==> config.mk <==
export PLATFORM = sky130hd
export DESIGN_NAME = bus_align
export DESIGN_NICKNAME = d
export VERILOG_FILES = /design/src/hdl/bus_align_pkg.sv /design/src/hdl/lane_steer.sv /design/src/hdl/bus_align.sv
export SDC_FILE = /design/constraint.sdc
export NUM_CORES = 1
export LEC_CHECK = 0
export ABC_CLOCK_PERIOD_IN_PS = 3500
export CAP_MARGIN = 25
export CELL_PAD_IN_SITES_DETAIL_PLACEMENT = 0
export CELL_PAD_IN_SITES_GLOBAL_PLACEMENT = 1
export CORE_MARGIN = 4
export CORE_UTILIZATION = 48
export CTS_BUF_LIST = sky130_fd_sc_hd__clkbuf_2
export DETAILED_ROUTE_END_ITERATION = 7
export DONT_BUFFER_PORTS = 1
export PLACE_DENSITY = 0.81
export RECOVER_POWER = 100
export SLEW_MARGIN = 20
export SYNTH_ARGS = -nofsm -noshare
export SYNTH_HDL_FRONTEND = slang
export SYNTH_SLANG_ARGS = --single-unit
==> constraint.sdc <==
create_clock -name clk_i -period 3.5 [get_ports clk_i]
set_input_delay 0 -clock clk_i [delete_from_list [all_inputs] [get_ports clk_i]]
set_output_delay 0 -clock clk_i [all_outputs]
set_load 0.01 [all_outputs]
==> src/hdl/bus_align_pkg.sv <==
// Constants and types shared by the external bus alignment block
package bus_align_pkg;
    typedef enum logic [1:0] {
        SIZE_BYTE,
        SIZE_WORD,
        SIZE_LONG
    } access_size_e;

    typedef enum logic [1:0] {
        WIDTH_8,
        WIDTH_16,
        WIDTH_32
    } dev_width_e;

    localparam int          DATA_W      = 32;
    localparam int          ADDR_W      = 32;
    localparam int          LANES       = 4;
    localparam logic [1:0]  BEAT_RESET  = 2'h0;
    localparam logic        BIG_ENDIAN  = 1'h0;
endpackage

==> src/hdl/lane_steer.sv <==
// Combinational lane steering for one external bus cycle
`timescale 1ns/10ps
`default_nettype none
module lane_steer (
    // Access description
    input  wire logic [1:0]  size_i,
    input  wire logic [1:0]  width_i,
    input  wire logic        little_i,
    input  wire logic [1:0]  offset_i,
    input  wire logic [1:0]  beat_i,
    input  wire logic [31:0] wdata_i,
    // External lanes
    output logic      [31:0] lane_data_o,
    output logic      [3:0]  lane_en_o
);
    logic [1:0]  lane;
    logic [1:0]  pick;
    logic [7:0]  bsel;
    logic [15:0] hsel;

    always_comb begin
        lane_data_o = 32'h0;
        lane_en_o   = 4'h0;
        lane        = 2'h0;
        pick        = 2'h0;
        bsel        = 8'h0;
        hsel        = 16'h0;
        case (width_i)
            bus_align_pkg::WIDTH_32: begin
                if (size_i == bus_align_pkg::SIZE_LONG) begin
                    lane_data_o = wdata_i;
                    lane_en_o   = 4'hf;
                end else if (size_i == bus_align_pkg::SIZE_WORD) begin
                    if (offset_i[1] ^ ~little_i) begin
                        lane_data_o = {wdata_i[15:0], 16'h0};
                        lane_en_o   = 4'hc;
                    end else begin
                        lane_data_o = {16'h0, wdata_i[15:0]};
                        lane_en_o   = 4'h3;
                    end
                end else begin
                    lane = little_i ? offset_i : ~offset_i;
                    lane_data_o = {24'h0, wdata_i[7:0]} << {lane, 3'h0};
                    lane_en_o   = 4'h1 << lane;
                end
            end
            bus_align_pkg::WIDTH_16: begin
                if (size_i == bus_align_pkg::SIZE_LONG) begin
                    if (beat_i[0] ^ ~little_i)
                        hsel = wdata_i[31:16];
                    else
                        hsel = wdata_i[15:0];
                    lane_data_o = {16'h0, hsel};
                    lane_en_o   = 4'h3;
                end else if (size_i == bus_align_pkg::SIZE_WORD) begin
                    lane_data_o = {16'h0, wdata_i[15:0]};
                    lane_en_o   = 4'h3;
                end else if (offset_i[0] ^ ~little_i) begin
                    lane_data_o = {16'h0, wdata_i[7:0], 8'h0};
                    lane_en_o   = 4'h2;
                end else begin
                    lane_data_o = {24'h0, wdata_i[7:0]};
                    lane_en_o   = 4'h1;
                end
            end
            default: begin
                if (size_i == bus_align_pkg::SIZE_LONG)
                    pick = little_i ? beat_i : ~beat_i;
                else if (size_i == bus_align_pkg::SIZE_WORD)
                    pick = {1'b0, beat_i[0] ^ ~little_i};
                else
                    pick = 2'h0;
                bsel = wdata_i[pick*8 +: 8];
                lane_data_o = {24'h0, bsel};
                lane_en_o   = 4'h1;
            end
        endcase
    end
endmodule
`default_nettype wire

==> src/hdl/bus_align.sv <==
// Byte-lane steering and access splitting for the external bus
`timescale 1ns/10ps
`default_nettype none
// How it works
// - An 8-bit big-endian device uses lane 0 only; words go high byte first over two cycles, longwords top byte first over four.
// - A 32-bit little-endian device puts byte k on lane k and words at 0/2 on the low/high lane pair.
// - A 32-bit device takes a longword in one cycle on all four lanes with all strobes.
// - A 16-bit little-endian device puts even bytes on lane 0, odd on lane 1, and longwords low half first.
// - An 8-bit little-endian device uses lane 0 only; words and longwords go low byte first.
// - A 16-bit or 8-bit device never sees data or strobes on the upper two lanes.
// - A 16-bit big-endian device puts even bytes on lane 1, odd on lane 0, and longwords high half first.
// - Endianness is caught from the select pin at the first clock edge after reset is released: low is big-endian, high is little-endian.
// - Splitting and alignment happen in hardware without any software help.
// - A 32-bit big-endian device puts byte 0 on the top lane and byte 3 on lane 0, words at 0 on the upper pair.
module bus_align (
    // Clock and reset
    input  wire logic        clk_i,
    input  wire logic        rst_i,
    // Configuration
    input  wire logic        endian_select_pin_i,
    input  wire logic [1:0]  dev_width_i,
    // Internal access request
    input  wire logic        req_i,
    input  wire logic [1:0]  size_i,
    input  wire logic [31:0] addr_i,
    input  wire logic [31:0] wdata_i,
    output logic             busy_o,
    output logic             done_o,
    // External bus, one cycle per beat
    output logic             ext_valid_o,
    input  wire logic        ext_ready_i,
    output logic [31:0]      ext_addr_o,
    output logic [31:0]      ext_data_o,
    output logic             lane3_write_strobe_o,
    output logic             lane2_write_strobe_o,
    output logic             lane1_write_strobe_o,
    output logic             lane0_write_strobe_o,
    output logic             little_endian_o
);
    typedef enum logic [1:0] {
        ST_STRAP,
        ST_IDLE,
        ST_BEAT
    } state_e;

    state_e      state_q,  state_d;
    logic        busy_q,   busy_d;
    logic        little_q, little_d;
    // Request caught when the access is taken
    logic [1:0]  size_q,   size_d;
    logic [1:0]  width_q,  width_d;
    logic [1:0]  beat_q,   beat_d;
    logic [1:0]  last_q,   last_d;
    logic [31:0] base_q,   base_d;
    logic [31:0] wdata_q,  wdata_d;
    // Beat standing on the external bus
    logic        valid_q,  valid_d;
    logic        done_q,   done_d;
    logic [31:0] addr_q,   addr_d;
    logic [31:0] data_q,   data_d;
    logic [3:0]  stb_q,    stb_d;
    // Steering of the beat that goes out at the next edge
    logic [31:0] steer_data;
    logic [3:0]  steer_en;
    logic [1:0]  nbeat;

    // Number of cycles minus one for an access on a given device width
    function automatic logic [1:0] beats_minus_one(input logic [1:0] sz,
                                                   input logic [1:0] wd);
        logic [1:0] r;
        r = 2'h0;
        case (wd)
            bus_align_pkg::WIDTH_32: r = 2'h0;
            bus_align_pkg::WIDTH_16: begin
                if (sz == bus_align_pkg::SIZE_LONG)
                    r = 2'h1;
            end
            default: begin
                // Code 3 falls back to the narrowest device, as steering does
                if (sz == bus_align_pkg::SIZE_LONG)
                    r = 2'h3;
                else if (sz == bus_align_pkg::SIZE_WORD)
                    r = 2'h1;
            end
        endcase
        return r;
    endfunction

    // Address step of one cycle, equal to the device width in bytes
    function automatic logic [31:0] step_of(input logic [1:0] wd);
        logic [31:0] s;
        case (wd)
            bus_align_pkg::WIDTH_32: s = 32'h4;
            bus_align_pkg::WIDTH_16: s = 32'h2;
            default:                 s = 32'h1;
        endcase
        return s;
    endfunction

    lane_steer u_steer (
        .size_i      (size_q),
        .width_i     (width_q),
        .little_i    (little_q),
        .offset_i    (base_q[1:0]),
        .beat_i      (beat_d),
        .wdata_i     (wdata_q),
        .lane_data_o (steer_data),
        .lane_en_o   (steer_en)
    );

    // All decisions live here; the clocked process only registers them
    always_comb begin
        state_d  = state_q;
        little_d = little_q;
        size_d   = size_q;
        width_d  = width_q;
        beat_d   = beat_q;
        last_d   = last_q;
        base_d   = base_q;
        wdata_d  = wdata_q;
        valid_d  = valid_q;
        done_d   = 1'b0;
        addr_d   = addr_q;
        data_d   = data_q;
        stb_d    = stb_q;
        nbeat    = beat_q + 2'h1;

        case (state_q)
            ST_STRAP: begin
                // Pin is caught by a clock edge after release, not by reset
                little_d = endian_select_pin_i;
                state_d  = ST_IDLE;
            end
            ST_IDLE: begin
                if (req_i) begin
                    // Width is taken per access, so mixed areas can share it
                    size_d  = size_i;
                    width_d = dev_width_i;
                    last_d  = beats_minus_one(size_i, dev_width_i);
                    base_d  = addr_i;
                    wdata_d = wdata_i;
                    beat_d  = bus_align_pkg::BEAT_RESET;
                    state_d = ST_BEAT;
                end
            end
            ST_BEAT: begin
                if (!valid_q) begin
                    // First beat: steering sees the registered request
                    valid_d = 1'b1;
                    addr_d  = base_q;
                    data_d  = steer_data;
                    stb_d   = steer_en;
                end else if (ext_ready_i) begin
                    if (beat_q == last_q) begin
                        // Strobes drop with valid so no lane stays enabled
                        valid_d = 1'b0;
                        stb_d   = 4'h0;
                        done_d  = 1'b1;
                        state_d = ST_IDLE;
                    end else begin
                        beat_d = nbeat;
                        addr_d = addr_q + step_of(width_q);
                        data_d = steer_data;
                        stb_d  = steer_en;
                    end
                end
            end
            default: state_d = ST_STRAP;
        endcase
        // Busy is registered so the output comes straight from a flop
        busy_d = (state_d != ST_IDLE);
    end

    // Reset parks the block in the strap cycle with busy high
    always_ff @(posedge clk_i) begin
        if (rst_i) begin
            state_q  <= ST_STRAP;
            busy_q   <= 1'b1;
            little_q <= bus_align_pkg::BIG_ENDIAN;
            size_q   <= 2'h0;
            width_q  <= 2'h0;
            beat_q   <= bus_align_pkg::BEAT_RESET;
            last_q   <= 2'h0;
            base_q   <= 32'h0;
            wdata_q  <= 32'h0;
            valid_q  <= 1'b0;
            done_q   <= 1'b0;
            addr_q   <= 32'h0;
            data_q   <= 32'h0;
            stb_q    <= 4'h0;
        end else begin
            state_q  <= state_d;
            busy_q   <= busy_d;
            little_q <= little_d;
            size_q   <= size_d;
            width_q  <= width_d;
            beat_q   <= beat_d;
            last_q   <= last_d;
            base_q   <= base_d;
            wdata_q  <= wdata_d;
            valid_q  <= valid_d;
            done_q   <= done_d;
            addr_q   <= addr_d;
            data_q   <= data_d;
            stb_q    <= stb_d;
        end
    end

    // Outputs are plain register taps
    assign busy_o               = busy_q;
    assign done_o               = done_q;
    assign ext_valid_o          = valid_q;
    assign ext_addr_o           = addr_q;
    assign ext_data_o           = data_q;
    assign lane3_write_strobe_o = stb_q[3];
    assign lane2_write_strobe_o = stb_q[2];
    assign lane1_write_strobe_o = stb_q[1];
    assign lane0_write_strobe_o = stb_q[0];
    assign little_endian_o      = little_q;
endmodule
`default_nettype wire

### Word level (Yosys, flattened, before mapping)

Cells that the tools add are included.

* div/mod/pow operators: 0
* add/subtract/negate cells: 2
* bitwise logic cells: 9
* $mul: 0
* reduce and logical (&&, ||, !) cells: 6
* magnitude comparators: 0
* eq/ne operators: 14
* multiplexer cells: 52
* shifts and indexed selects: 3

Operator list (number)
* $mux 32: 15
* $pmux 32 s2: 1
* $add 32x32->32: 1
* $mux 16: 2
* $mux 4: 8
* $shiftx 32x6->8: 1
* $shl 8x5->32: 1
* $mux 2: 14
* $eq 2x1->1 const B: 5
* $eq 2x2->1 const B: 5
* $pmux 2 s2: 2
* $pmux 4 s2: 1
* $mux 1: 7
* $pmux 2 s3: 1
* $pmux 3 s2: 1
* $ne 2x2->1 const B: 2
* $not 1->1: 4
* $not 2->2: 2
* $reduce_and 2->1: 2
* $reduce_or 4->1: 1
* $shl 1x2->4 const A: 1
* $reduce_and 3->1: 1
* $xor 1x1->1: 3
* $add 2x1->2 const B: 1
* 4 further kinds: 4

* bits in read-only memories: 0
* bits in registers: 146
* input port bits: 73
* output and inout port bits: 72
* bits in writable memories: 0
* memories: 0
* bits in latches: 0
* word-level logic and storage cells: 100

### Depth between registers and ports, before layout

Gate-level depths: netlist (run 1).

* word-level depth: 14
* gate-level depth with buffers: 13
* gate-level depth less buffers: 12

### Modules after synthesis

A second synthesis (run 1) with hierarchy kept.

* cell total of the unflattened synthesis: 1009
* area total of the unflattened synthesis: 7838.8 µm²

Modules (own cells, without submodules)
* bus_align: times used 1, cells each 797, area each 6357.3 µm²
* lane_steer: times used 1, cells each 212, area each 1481.4 µm²

### Worst setup path before layout (run 1)

OpenSTA, ideal clock, no wires.

* path type: flip-flop to flip-flop
* start point: register width_q[0]
* end point: register addr_q[10] (netlist: ext_addr_o[10])
* period minus slack after synthesis: 2768 ps
* stages on the path, launching flop included: 14
* data arrival time: 2683 ps
* data required time: 3414 ps
* path slack: 732 ps
* buffers on the path: 1
* cells stage by stage: dfxtp_1 > inv_1 > ha_1 > ha_1 > inv_1 > fa_1 > nor2b_1 > or2_2 > clkbuf_1 > nand4_1 > or2_2 > o2bb2ai_1 > a21oi_1 > a211oi_1

* cells in the longest elaborated chain, start to end: 10

RTL lines
* start, declared: line bus_align.sv:51 `logic [1:0] width_q, width_d;`
* start signal, assigned: line bus_align.sv:196 `width_q <= width_d;`
* $eq 2x1->1 or $eq 2x2->1 (tied branches): line bus_align.sv:92 `case (wd)`
* $pmux 3 s2 (*): line bus_align.sv:92
* $mux 32 (*): line bus_align.sv:154 `if (beat_q == last_q) begin`
* $mux 32 (*): line bus_align.sv:153 `end else if (ext_ready_i) begin`
* $mux 32 (*): line bus_align.sv:147 `if (!valid_q) begin`
* $mux 32 (*): line bus_align.sv:128 `case (state_q)`
* $add 32x32->32 (*): line bus_align.sv:162 `addr_d = addr_q + step_of(width_q);`
* $mux 32 (*): line bus_align.sv:154
* $mux 32 (*): line bus_align.sv:153
* $mux 32 (*): line bus_align.sv:147
* end signal, assigned: line bus_align.sv:203 `addr_q <= addr_d;`
* end, declared: line bus_align.sv:59 `logic [31:0] addr_q, addr_d;`

Every way passes the cells marked *; elsewhere a longest branch is shown, timed or not. The select of a mux whose other input is x is not followed.
A chain may end at the register's enable or synchronous reset.

### Final worst setup path (run 1)

* start point: register state_q[1]
* end point: register wdata_q[21]

* cells in the longest elaborated chain, start to end: 2

RTL lines
* start, declared: line bus_align.sv:46 `state_e state_q, state_d;`
* start signal, assigned: line bus_align.sv:192 `state_q <= state_d;`
* $eq 2x1->1: line bus_align.sv:128
* $reduce_and 2->1 (no line)
* end signal, assigned: line bus_align.sv:200 `wdata_q <= wdata_d;`
* end, declared: line bus_align.sv:55 `logic [31:0] wdata_q, wdata_d;`

No other way between the ends.

==> impl_metrics.py, run 1 <==
metrics = {
    "global_routing": {
        "grt_pass1_vias": 7546,
        "grt_pass1_wl_um": 38900,
        "track_usage_pct": 27.2,
        "overflow": 0,
        "grt_start_max_net_pins": 145,
        "antenna_found_initial": 0,
    },
    "logic_synthesis": {
        "yosysUniqueCellTypes": 71,
        "synth.cell_area_mm2": 0.00736,
        "synth_cells": 954,
        "ys_warn_count": 0,
        "async_flop_share_pct": 0,
        "synth-seq-cells": 146,
        "yosysSeqAreaShare_pct": 39.7,
        "syn-num-nets": 1039,
        "synth-edff-count": 0,
        "syn_area_per_cell_um2": 7.72,
        "synthFlopType": "dfxtp_1",
    },
    "clock_network": {
        "clock_sinks": 146,
        "cts_inserted_buffers": 17,
        "path_clk_slew_ns": 0.22,
        "post_cts_resize_count": 0,
        "insertion_delay_ns": 0.71,
        "clk_path_buf_depth": 2,
        "hold_buffers": 173,
        "cts_tree": "done",
        "htree_levels": 4,
        "root_buffer": "clkbuf_2",
        "postCtsSetupRepairBufs": 0,
    },
    "pwr": {
        "p_int_mw": 2.67,
        "p_total_mw": 3.69,
        "p_leak_nw": 3.22,
        "switching_power_mw": 1.02,
        "clockPowerShare_pct": 35.4,
        "power_frac_comb_pct": 15.3,
        "power_switching_share_pct": 27.8,
        "powerDensity_mw_per_mm2": 391,
        "pwr-share-seq_pct": 49.3,
        "peakVddDrop_v": 0.000254,
    },
    "routing": {
        "detail_route.iter0.violations": 495,
        "ant_nets": 0,
        "viasPerCell": 5.79,
        "num_vias": 7453,
        "drc": 0,
        "finalWirelength_um": 23500,
        "drt_pass1_iterations": 5,
        "wire_per_inst_um": 18.3,
    },
    "setup_path": {
        "critPathMostFrequentCell": "dlygate4sd3_1",
        "crit_required_ns": 4.17,
        "cp-start-kind": "flop",
        "cp.depth": 8,
        "critical_path.slowest_cell": "dlygate4sd3_1",
        "critPathTopFamily": "buffers and inverters",
        "crit_path_max_incr_delay_ns": 0.58,
        "worst-path-buf-inv": 4,
        "end_kind": "flop",
        "setup.worst_path.class": "reg2reg",
        "arrival_ns": 3.83,
        "path_cells": "inv_1 > ha_1 > and2_2 > buf_4 > nand2_1 > dlygate4sd3_1 > a21oi_1 > dlygate4sd3_1",
        "cp_max_fo": 39,
        "r2r_cells": 8,
    },
    "sta": {
        "tightest_slew_ns": 1.35,
        "fin_setup_tns_ns": 0,
        "fmax_mhz": 317,
        "setup_viol": 0,
        "fin_crit_sh_pct": 90.2,
        "holdWs_ns": 0.115,
        "grt_setup_unrepaired": "false",
        "fin_crit_ns": 3.16,
        "slew_headroom_pct": 10.0,
        "finalHoldViolCount": 0,
        "clock_skew_ns": 0.0250,
        "slew_violations": 0,
    },
    "hold_path": {
        "whs_path_depth": 2,
        "min_path_type": "in2reg",
    },
    "placed_design": {
        "hpwl_um": 15600,
        "post_dp_cell_area_mm2": 0.00736,
        "port_buffers": 0,
        "gp_congestion": 0.933,
    },
    "cells_and_area": {
        "area_growth_pct": 28.0,
        "fin_nets": 1170,
        "fin_area_mm2": 0.00943,
        "layout-drive-gt1-share_pct": 5.65,
    },
    "outcome": {
        "status": "complete, no violations",
    },
    "floorplan": {
        "die_w_um": 132,
        "top_level_ports": 145,
        "core_mm2": 0.0151,
        "start_util_pct": 48.8,
        "die_h_um": 132,
        "row_count": 45,
        "fp.dieArea_mm2": 0.0174,
    },
    "flow_run": {
        "cap_violations": 0,
    },
}
## logic make-up (layout without fill, tap and decap cells)
logic type	count (synthesis)	count (layout)	share of synthesized area (%)
mux	17	17	2.50
buf+inv	90	234	5.27
compound gates	296	296	25.7
flops	146	146	39.7
xor+xnor	7	7	1.04
simple gates	385	385	23.6
fa+ha+maj	13	13	2.28
other cells	0	1	0
## layout by cell type, fill, tap and decap left out, types with 4 or more instances in the layout
master	n
inv_1	18
nand4_1	11
a211oi_1	47
clkbuf_2	17
a21oi_1	131
o2111ai_1	9
nor3_1	10
a22o_1	8
a31oi_1	4
mux2i_1	15
o211ai_1	9
nor2b_1	14
a21o_1	4
bufinv_16	7
or2_2	9
dlygate4sd3_1	173
nand2_1	224
nor2_1	54
o21ai_0	30
dfxtp_1	146
or3_1	6
nand3_1	17
ha_1	11
buf_4	9
a22oi_1	10
a221oi_1	9
and3_1	16
o22ai_1	9
## worst paths after layout
kind               start  slack, ns           to
max           state_q[1]       0.34  wdata_q[21]
min          ext_ready_i       0.11  ext_valid_o
max reg2reg   state_q[1]       0.34  wdata_q[21]
min reg2reg   base_q[19]       0.48   base_q[19]
## layout make-up
| cell class | count | area [um2] |
|---|---|---|
| clock buffers | 17 | 85.1 |
| inverters | 18 | 67.6 |
| fillers | 1330 | 5660 |
| clock inverters | 15 | 263 |
| flip-flops and latches | 146 | 2920 |
| diodes | 1 | 2.50 |
| repair buffers | 184 | 1830 |
| well taps | 188 | 235 |
| multi-input cells | 718 | 4020 |
## per-stage QoR
step / cells / util (%) / worst slack, ns
final: 1287 / 62.5 / 0.344
after global routing: 1286 / 62.5 / 0.0600
after CTS: 1285 / 62.7 / 0.388
after detailed placement: 1080 / 48.8 / 0.544
after global placement: 1080 / 48.8 / 0.642
after floorplan: 954 / - / 0.732
## worst reg2reg max path, cell delays in order, from the launching register on
cell and delay, ns:
dfxtp_1 0.38, inv_1 0.11, ha_1 0.20, and2_2 0.55, buf_4 0.47, nand2_1 0.13, dlygate4sd3_1 0.58, a21oi_1 0.12
dlygate4sd3_1 0.58
## registers in the layout (all words and copies together), names as in the netlist
register         count
size_q               2
base_q              32
wdata_q             32
ext_data_o          32
little_endian_o      1
width_q              2
stb_q                4
last_q               2
done_o               1
busy_o               1
beat_q               2
state_q              2
ext_valid_o          1
ext_addr_o          32
## routing by layer
layer	routed length [um]	track usage (%)	up-vias
li1	-	-	3654
met1	9050	30.2	3512
met2	11900	48.1	237
met3	1680	8.32	50
met4	917	11.3	0
met5	0	0	-
## power by group through the flow
stage	clock (mW)	combinational, mW	sequential, mW
6_report	1.31	0.565	1.82
3_5_place_dp	0	0.382	1.85
3_3_place_gp	0	0.369	1.85
4_1_cts	1.33	0.558	1.82
2_1_floorplan	0	0.335	1.81
5_1_grt	1.40	0.628	1.83
## synthesized netlist by cell type, drive strengths merged (3+ instances only)
| master | number | area share [%] |
|---|---|---|
| nor4 | 3 | 0.46 |
| clkbuf | 45 | 2.3 |
| o311ai | 3 | 0.36 |
| a32oi | 3 | 0.36 |
| dfxtp | 146 | 40 |
| nor2 | 55 | 2.9 |
| a22o | 8 | 0.95 |
| nand2 | 224 | 11 |
| nand4 | 12 | 1.1 |
| xnor2 | 5 | 0.80 |
| and2 | 5 | 0.42 |
| inv | 18 | 0.92 |
| o31ai | 3 | 0.31 |
| nand3 | 18 | 1.3 |
| or3 | 6 | 0.51 |
| nor2b | 14 | 1.2 |
| a211oi | 47 | 4.8 |
| ha | 11 | 1.9 |
| nor3 | 11 | 0.82 |
| a21oi | 132 | 9.0 |
| o211ai | 9 | 0.92 |
| o21ai | 31 | 2.2 |
| and4 | 3 | 0.36 |
| a21o | 4 | 0.41 |
| or2 | 10 | 0.88 |
| and3 | 16 | 1.4 |
| a31oi | 4 | 0.34 |
| mux2i | 16 | 2.3 |
| a221oi | 9 | 1.1 |
| o2111ai | 9 | 1.1 |
| a22oi | 10 | 1.0 |
| buf | 27 | 2.1 |
| o32ai | 3 | 0.36 |
| nand2b | 3 | 0.25 |
| o22ai | 9 | 0.85 |
(Power assumes the default switching activity.)
==> run 2, diff against run 1 <==
--- a/config.mk
+++ b/config.mk
@@ -9,6 +9,7 @@
 export CAP_MARGIN = 25
 export CELL_PAD_IN_SITES_DETAIL_PLACEMENT = 0
 export CELL_PAD_IN_SITES_GLOBAL_PLACEMENT = 1
+export CORE_ASPECT_RATIO = 2
 export CORE_MARGIN = 4
 export CORE_UTILIZATION = 48
 export CTS_BUF_LIST = sky130_fd_sc_hd__clkbuf_2
==> impl_metrics.py, run 2 (synthesized netlist as in run 1, its figures left out) <==
metrics = {
    "outcome": {
        "status": "complete, no violations",
    },
    "global_routing": {
        "track_usage_pct": 30.6,
        "grt_start_max_net_pins": 145,
        "grt_pass1_wl_um": 41200,
        "antenna_found_initial": 1,
        "overflow": 0,
        "grt_pass1_vias": 7833,
    },
    "setup_path": {
        "crit_path_max_incr_delay_ns": 0.72,
        "critical_path.slowest_cell": "clkbuf_1",
        "setup.worst_path.class": "reg2reg",
        "end_kind": "flop",
        "cp_max_fo": 17,
        "crit_required_ns": 4.11,
        "arrival_ns": 3.71,
        "path_cells": "inv_1 > ha_1 > o21ai_0 > or2_4 > nor2_1 > clkbuf_1 > a21oi_2 > o2111ai_1 > a211oi_1",
        "cp-start-kind": "flop",
    },
    "placed_design": {
        "port_buffers": 0,
        "dpl.cell_count": 1089,
        "gp_congestion": 0.929,
        "hpwl_um": 17900,
    },
    "clock_network": {
        "htree_levels": 4,
        "post_cts_resize_count": 0,
        "cts_inserted_buffers": 17,
        "root_buffer": "clkbuf_2",
        "postCtsSetupRepairBufs": 0,
        "clock_sinks": 146,
        "insertion_delay_ns": 0.75,
        "hold_buffers": 168,
        "cts_tree": "done",
        "path_clk_slew_ns": 0.21,
        "clk_path_buf_depth": 2,
    },
    "routing": {
        "drc": 0,
        "viasPerCell": 5.97,
        "num_vias": 7703,
        "ant_nets": 0,
        "finalWirelength_um": 26500,
        "drt_pass1_iterations": 5,
        "wire_per_inst_um": 20.5,
        "detail_route.iter0.violations": 477,
    },
    "sta": {
        "slew_violations": 0,
        "finalHoldViolCount": 0,
        "tightest_slew_ns": 1.33,
        "fmax_mhz": 323,
        "slew_headroom_pct": 11.1,
        "setup_viol": 0,
        "fin_setup_tns_ns": 0,
        "fin_crit_sh_pct": 88.6,
        "fin_crit_ns": 3.10,
        "clock_skew_ns": 0.0352,
        "grt_setup_unrepaired": "false",
    },
    "floorplan": {
        "start_util_pct": 49.2,
        "row_count": 63,
        "fp.dieArea_mm2": 0.0175,
        "die_h_um": 183,
        "die_w_um": 95.6,
        "core_mm2": 0.0150,
        "top_level_ports": 145,
    },
    "flow_run": {
        "cap_violations": 0,
    },
    "cells_and_area": {
        "finalNonFillerCells": 1290,
        "regArea_mm2": 0.00292,
        "final_common_cell": "nand2_1",
        "area_growth_pct": 26.4,
        "mostFrequentLayoutCells": "nand2_1 (224), dlygate4sd3_1 (167), dfxtp_1 (145)",
        "layout-drive-gt1-share_pct": 5.94,
        "nFillCells": 1279,
        "multi_input_comb_area_mm2": 0.00402,
        "fin_nets": 1166,
    },
    "hold_path": {
        "min_path_type": "in2reg",
    },
    "pwr": {
        "peakVddDrop_v": 0.000320,
        "powerDensity_mw_per_mm2": 374,
        "p_leak_nw": 3.15,
    },
}
## run 2: where the power goes
| part | switching, mW | leakage [nW] | internal, mW |
|---|---|---|---|
| Combinational | 0.309 | 1.82 | 0.255 |
| Sequential | 0.104 | 1.18 | 1.73 |
| Clock | 0.670 | 0.148 | 0.413 |
## run 2: path summary, 6_finish.rpt
kind	start	to	slack (ns)	cells past startpoint
setup reg to reg	state_q[0]	ext_data_o[4]	0.40	9
setup / recovery	state_q[0]	ext_data_o[4]	0.40	9
hold reg to reg	base_q[4]	base_q[4]	0.48	2
hold / removal	dev_width_i[0]	width_q[0]	0.07	3
## run 2: cell type report
class,count,share of cell area [%]
multi-input combinational,718,43.2
sequential,146,31.4
timing repair buffer,180,19.1
tap,195,2.62
clock inverter,14,1.92
clock buffer,18,0.968
inverter,18,0.726
antenna,1,0.0269
## run 2: worst max-delay path, delay by kind of cell (launching register included)
kind | cells | cell delay [ns]
AOI/OAI and AO/OA | 4 | 0.88
buffers and inverters | 2 | 0.84
and+or+nand+nor | 2 | 0.52
DFF | 1 | 0.39
adders and majority gates | 1 | 0.35
## run 2: per-layer routing
layer  wire [um]  track usage (%)  part of all wire, %
met1        8750             29.9                   33
met2       14500             56.5                   55
met3        1530             6.65                  5.8
met4        1640             18.3                  6.2
met5           0                0                    0
## run 2: through the flow
step	hold slack (ns)	util (%)	power, mW	area [um2]	worst slack, ns
after floorplan	0.115	-	2.15	7360	0.732
after global placement	0.0809	49.3	2.24	7380	0.696
after detailed placement	0.0836	49.3	2.25	7380	0.608
after CTS	0.0178	62.4	3.49	9350	0.523
after global routing	0.00425	62.1	3.64	9310	0.168
final	0.0660	62.1	3.48	9310	0.399
==> run 3, diff against run 2 <==
--- a/config.mk
+++ b/config.mk
@@ -11,11 +11,11 @@
 export CELL_PAD_IN_SITES_GLOBAL_PLACEMENT = 1
 export CORE_ASPECT_RATIO = 2
 export CORE_MARGIN = 4
-export CORE_UTILIZATION = 48
+export CORE_UTILIZATION = 40
 export CTS_BUF_LIST = sky130_fd_sc_hd__clkbuf_2
 export DETAILED_ROUTE_END_ITERATION = 7
 export DONT_BUFFER_PORTS = 1
-export PLACE_DENSITY = 0.81
+export PLACE_DENSITY = 0.69
 export RECOVER_POWER = 100
 export SLEW_MARGIN = 20
 export SYNTH_ARGS = -nofsm -noshare
==> impl_metrics.py, run 3 (synthesized netlist as in run 1, its figures left out) <==
metrics = {
    "global_routing": {
        "overflow": 0,
        "antenna_found_initial": 1,
        "grt_pass1_vias": 7640,
        "track_usage_pct": 25.4,
        "grt_pass1_wl_um": 41200,
        "grt_start_max_net_pins": 145,
    },
    "routing": {
        "drc": 0,
        "num_vias": 7554,
        "wire_per_inst_um": 20.2,
        "finalWirelength_um": 26500,
        "ant_nets": 0,
        "viasPerCell": 5.75,
        "detail_route.iter0.violations": 397,
        "drt_pass1_iterations": 7,
    },
    "sta": {
        "grt_setup_unrepaired": "false",
        "fin_crit_sh_pct": 90.5,
        "finalHoldViolCount": 0,
        "slew_headroom_pct": -8.83,
        "fin_crit_ns": 3.17,
        "fmax_mhz": 316,
        "fin_setup_tns_ns": 0,
        "setup_viol": 0,
        "tightest_slew_ns": 1.63,
        "slew_violations": 38,
        "clock_skew_ns": 0.0415,
    },
    "setup_path": {
        "critPathMostFrequentCell": "dlygate4sd3_1",
        "r2r_cells": 8,
        "cp_max_fo": 50,
        "crit_path_max_incr_delay_ns": 0.77,
        "crit_required_ns": 4.20,
        "worst-path-buf-inv": 4,
        "reg2reg_from": "state_q[1]",
        "crit_start": "state_q[1]",
        "arrival_ns": 3.86,
        "end_kind": "flop",
        "r2r_slack_ns": 0.33,
        "path_cells": "inv_1 > ha_1 > and2_2 > buf_4 > nand2_1 > dlygate4sd3_1 > a21oi_1 > dlygate4sd3_1",
        "critical_path.slowest_cell": "and2_2",
        "cp-start-kind": "flop",
        "setup.worst_path.class": "reg2reg",
        "critPathTopFamily": "buffers and inverters",
        "timing.rr.end": "base_q[25]",
    },
    "clock_network": {
        "root_buffer": "clkbuf_2",
        "cts_tree": "done",
        "path_clk_slew_ns": 0.23,
        "htree_levels": 4,
        "clk_path_buf_depth": 2,
        "clock_sinks": 146,
        "postCtsSetupRepairBufs": 0,
        "post_cts_resize_count": 0,
        "insertion_delay_ns": 0.73,
        "cts_inserted_buffers": 17,
    },
    "floorplan": {
        "die_w_um": 104,
        "fp.dieArea_mm2": 0.0208,
        "start_util_pct": 40.4,
        "die_h_um": 200,
        "row_count": 70,
        "core_mm2": 0.0182,
        "top_level_ports": 145,
    },
    "cells_and_area": {
        "layout-drive-gt1-share_pct": 6.20,
        "nFillCells": 1773,
        "area_growth_pct": 27.1,
        "fin_nets": 1168,
        "mostFrequentLayoutCells": "nand2_1 (223), dlygate4sd3_1 (166), dfxtp_1 (145)",
        "finalNonFillerCells": 1313,
        "fin_util_pct": 51.4,
        "final_common_cell": "nand2_1",
    },
    "pwr": {
        "powerDensity_mw_per_mm2": 369,
        "p_leak_nw": 3.15,
        "p_total_mw": 3.45,
        "peakVddDrop_v": 0.000205,
    },
    "outcome": {
        "status": "complete, but fails checks",
        "failed_checks": "max-capacitance violations, max-slew violations",
    },
    "hold_path": {
        "min_path_type": "in2reg",
        "hold_path_end": "ext_valid_o",
        "min_from": "ext_ready_i",
        "whs_path_depth": 2,
    },
    "placed_design": {
        "dpl.cell_count": 1113,
        "port_buffers": 0,
        "gp_congestion": 0.887,
        "hpwl_um": 18700,
    },
    "flow_run": {
        "cap_violations": 1,
    },
}
-- run 3: timing repair --
action                     4_1_cts  5_1_grt
setup endpoints to repair        0        0
hold buffers                   167        0
hold endpoints to repair       146        0
-- run 3: routing by layer --
metal / part of all wire (%) / vias up / GRT usage, %
li1: - / 3659 / -
met1: 33 / 3603 / 23.0
met2: 58 / 225 / 51.3
met3: 4.4 / 67 / 5.09
met4: 5.2 / 0 / 15.1
met5: 0 / - / 0
-- run 3: how the worst max path moves through the flow --
stage / depth (start not counted) / slack, ns / to
final: 8 / 0.33 / base_q[25]
after global routing: 8 / 0.10 / base_q[21]
after CTS: 8 / 0.34 / base_q[30]
after detailed placement: 12 / 0.59 / ext_addr_o[10]
after global placement: 12 / 0.71 / ext_addr_o[10]
after floorplan: 13 / 0.73 / ext_addr_o[10]
-- run 3: layout make-up --
| type | count | area (um2) | area share (%) |
|---|---|---|---|
| Multi-Input combinational cell | 718 | 4040 | 43.2 |
| Sequential cell | 146 | 2920 | 31.2 |
| Timing Repair Buffer | 182 | 1800 | 19.2 |
| Tap cell | 216 | 270 | 2.89 |
| Clock inverter | 12 | 156 | 1.67 |
| Clock buffer | 20 | 100 | 1.07 |
| Inverter | 18 | 67.6 | 0.722 |
| Antenna cell | 1 | 2.50 | 0.0267 |
-- run 3: power by group --
| group | leakage [nW] | internal, mW | switching (mW) |
|---|---|---|---|
| registers | 1.18 | 1.73 | 0.0916 |
| clock network | 0.147 | 0.409 | 0.644 |
| logic | 1.82 | 0.257 | 0.319 |
-- run 3: through the flow --
stage          hold WS, ns  setup slack, ns  instance area, um2
3_3_place_gp        0.0819            0.707                7440
3_5_place_dp        0.0835            0.592                7440
5_1_grt             0.0463            0.102                9360
4_1_cts            0.00537            0.343                9390
6_report             0.101            0.332                9360
2_1_floorplan        0.115            0.732                7360
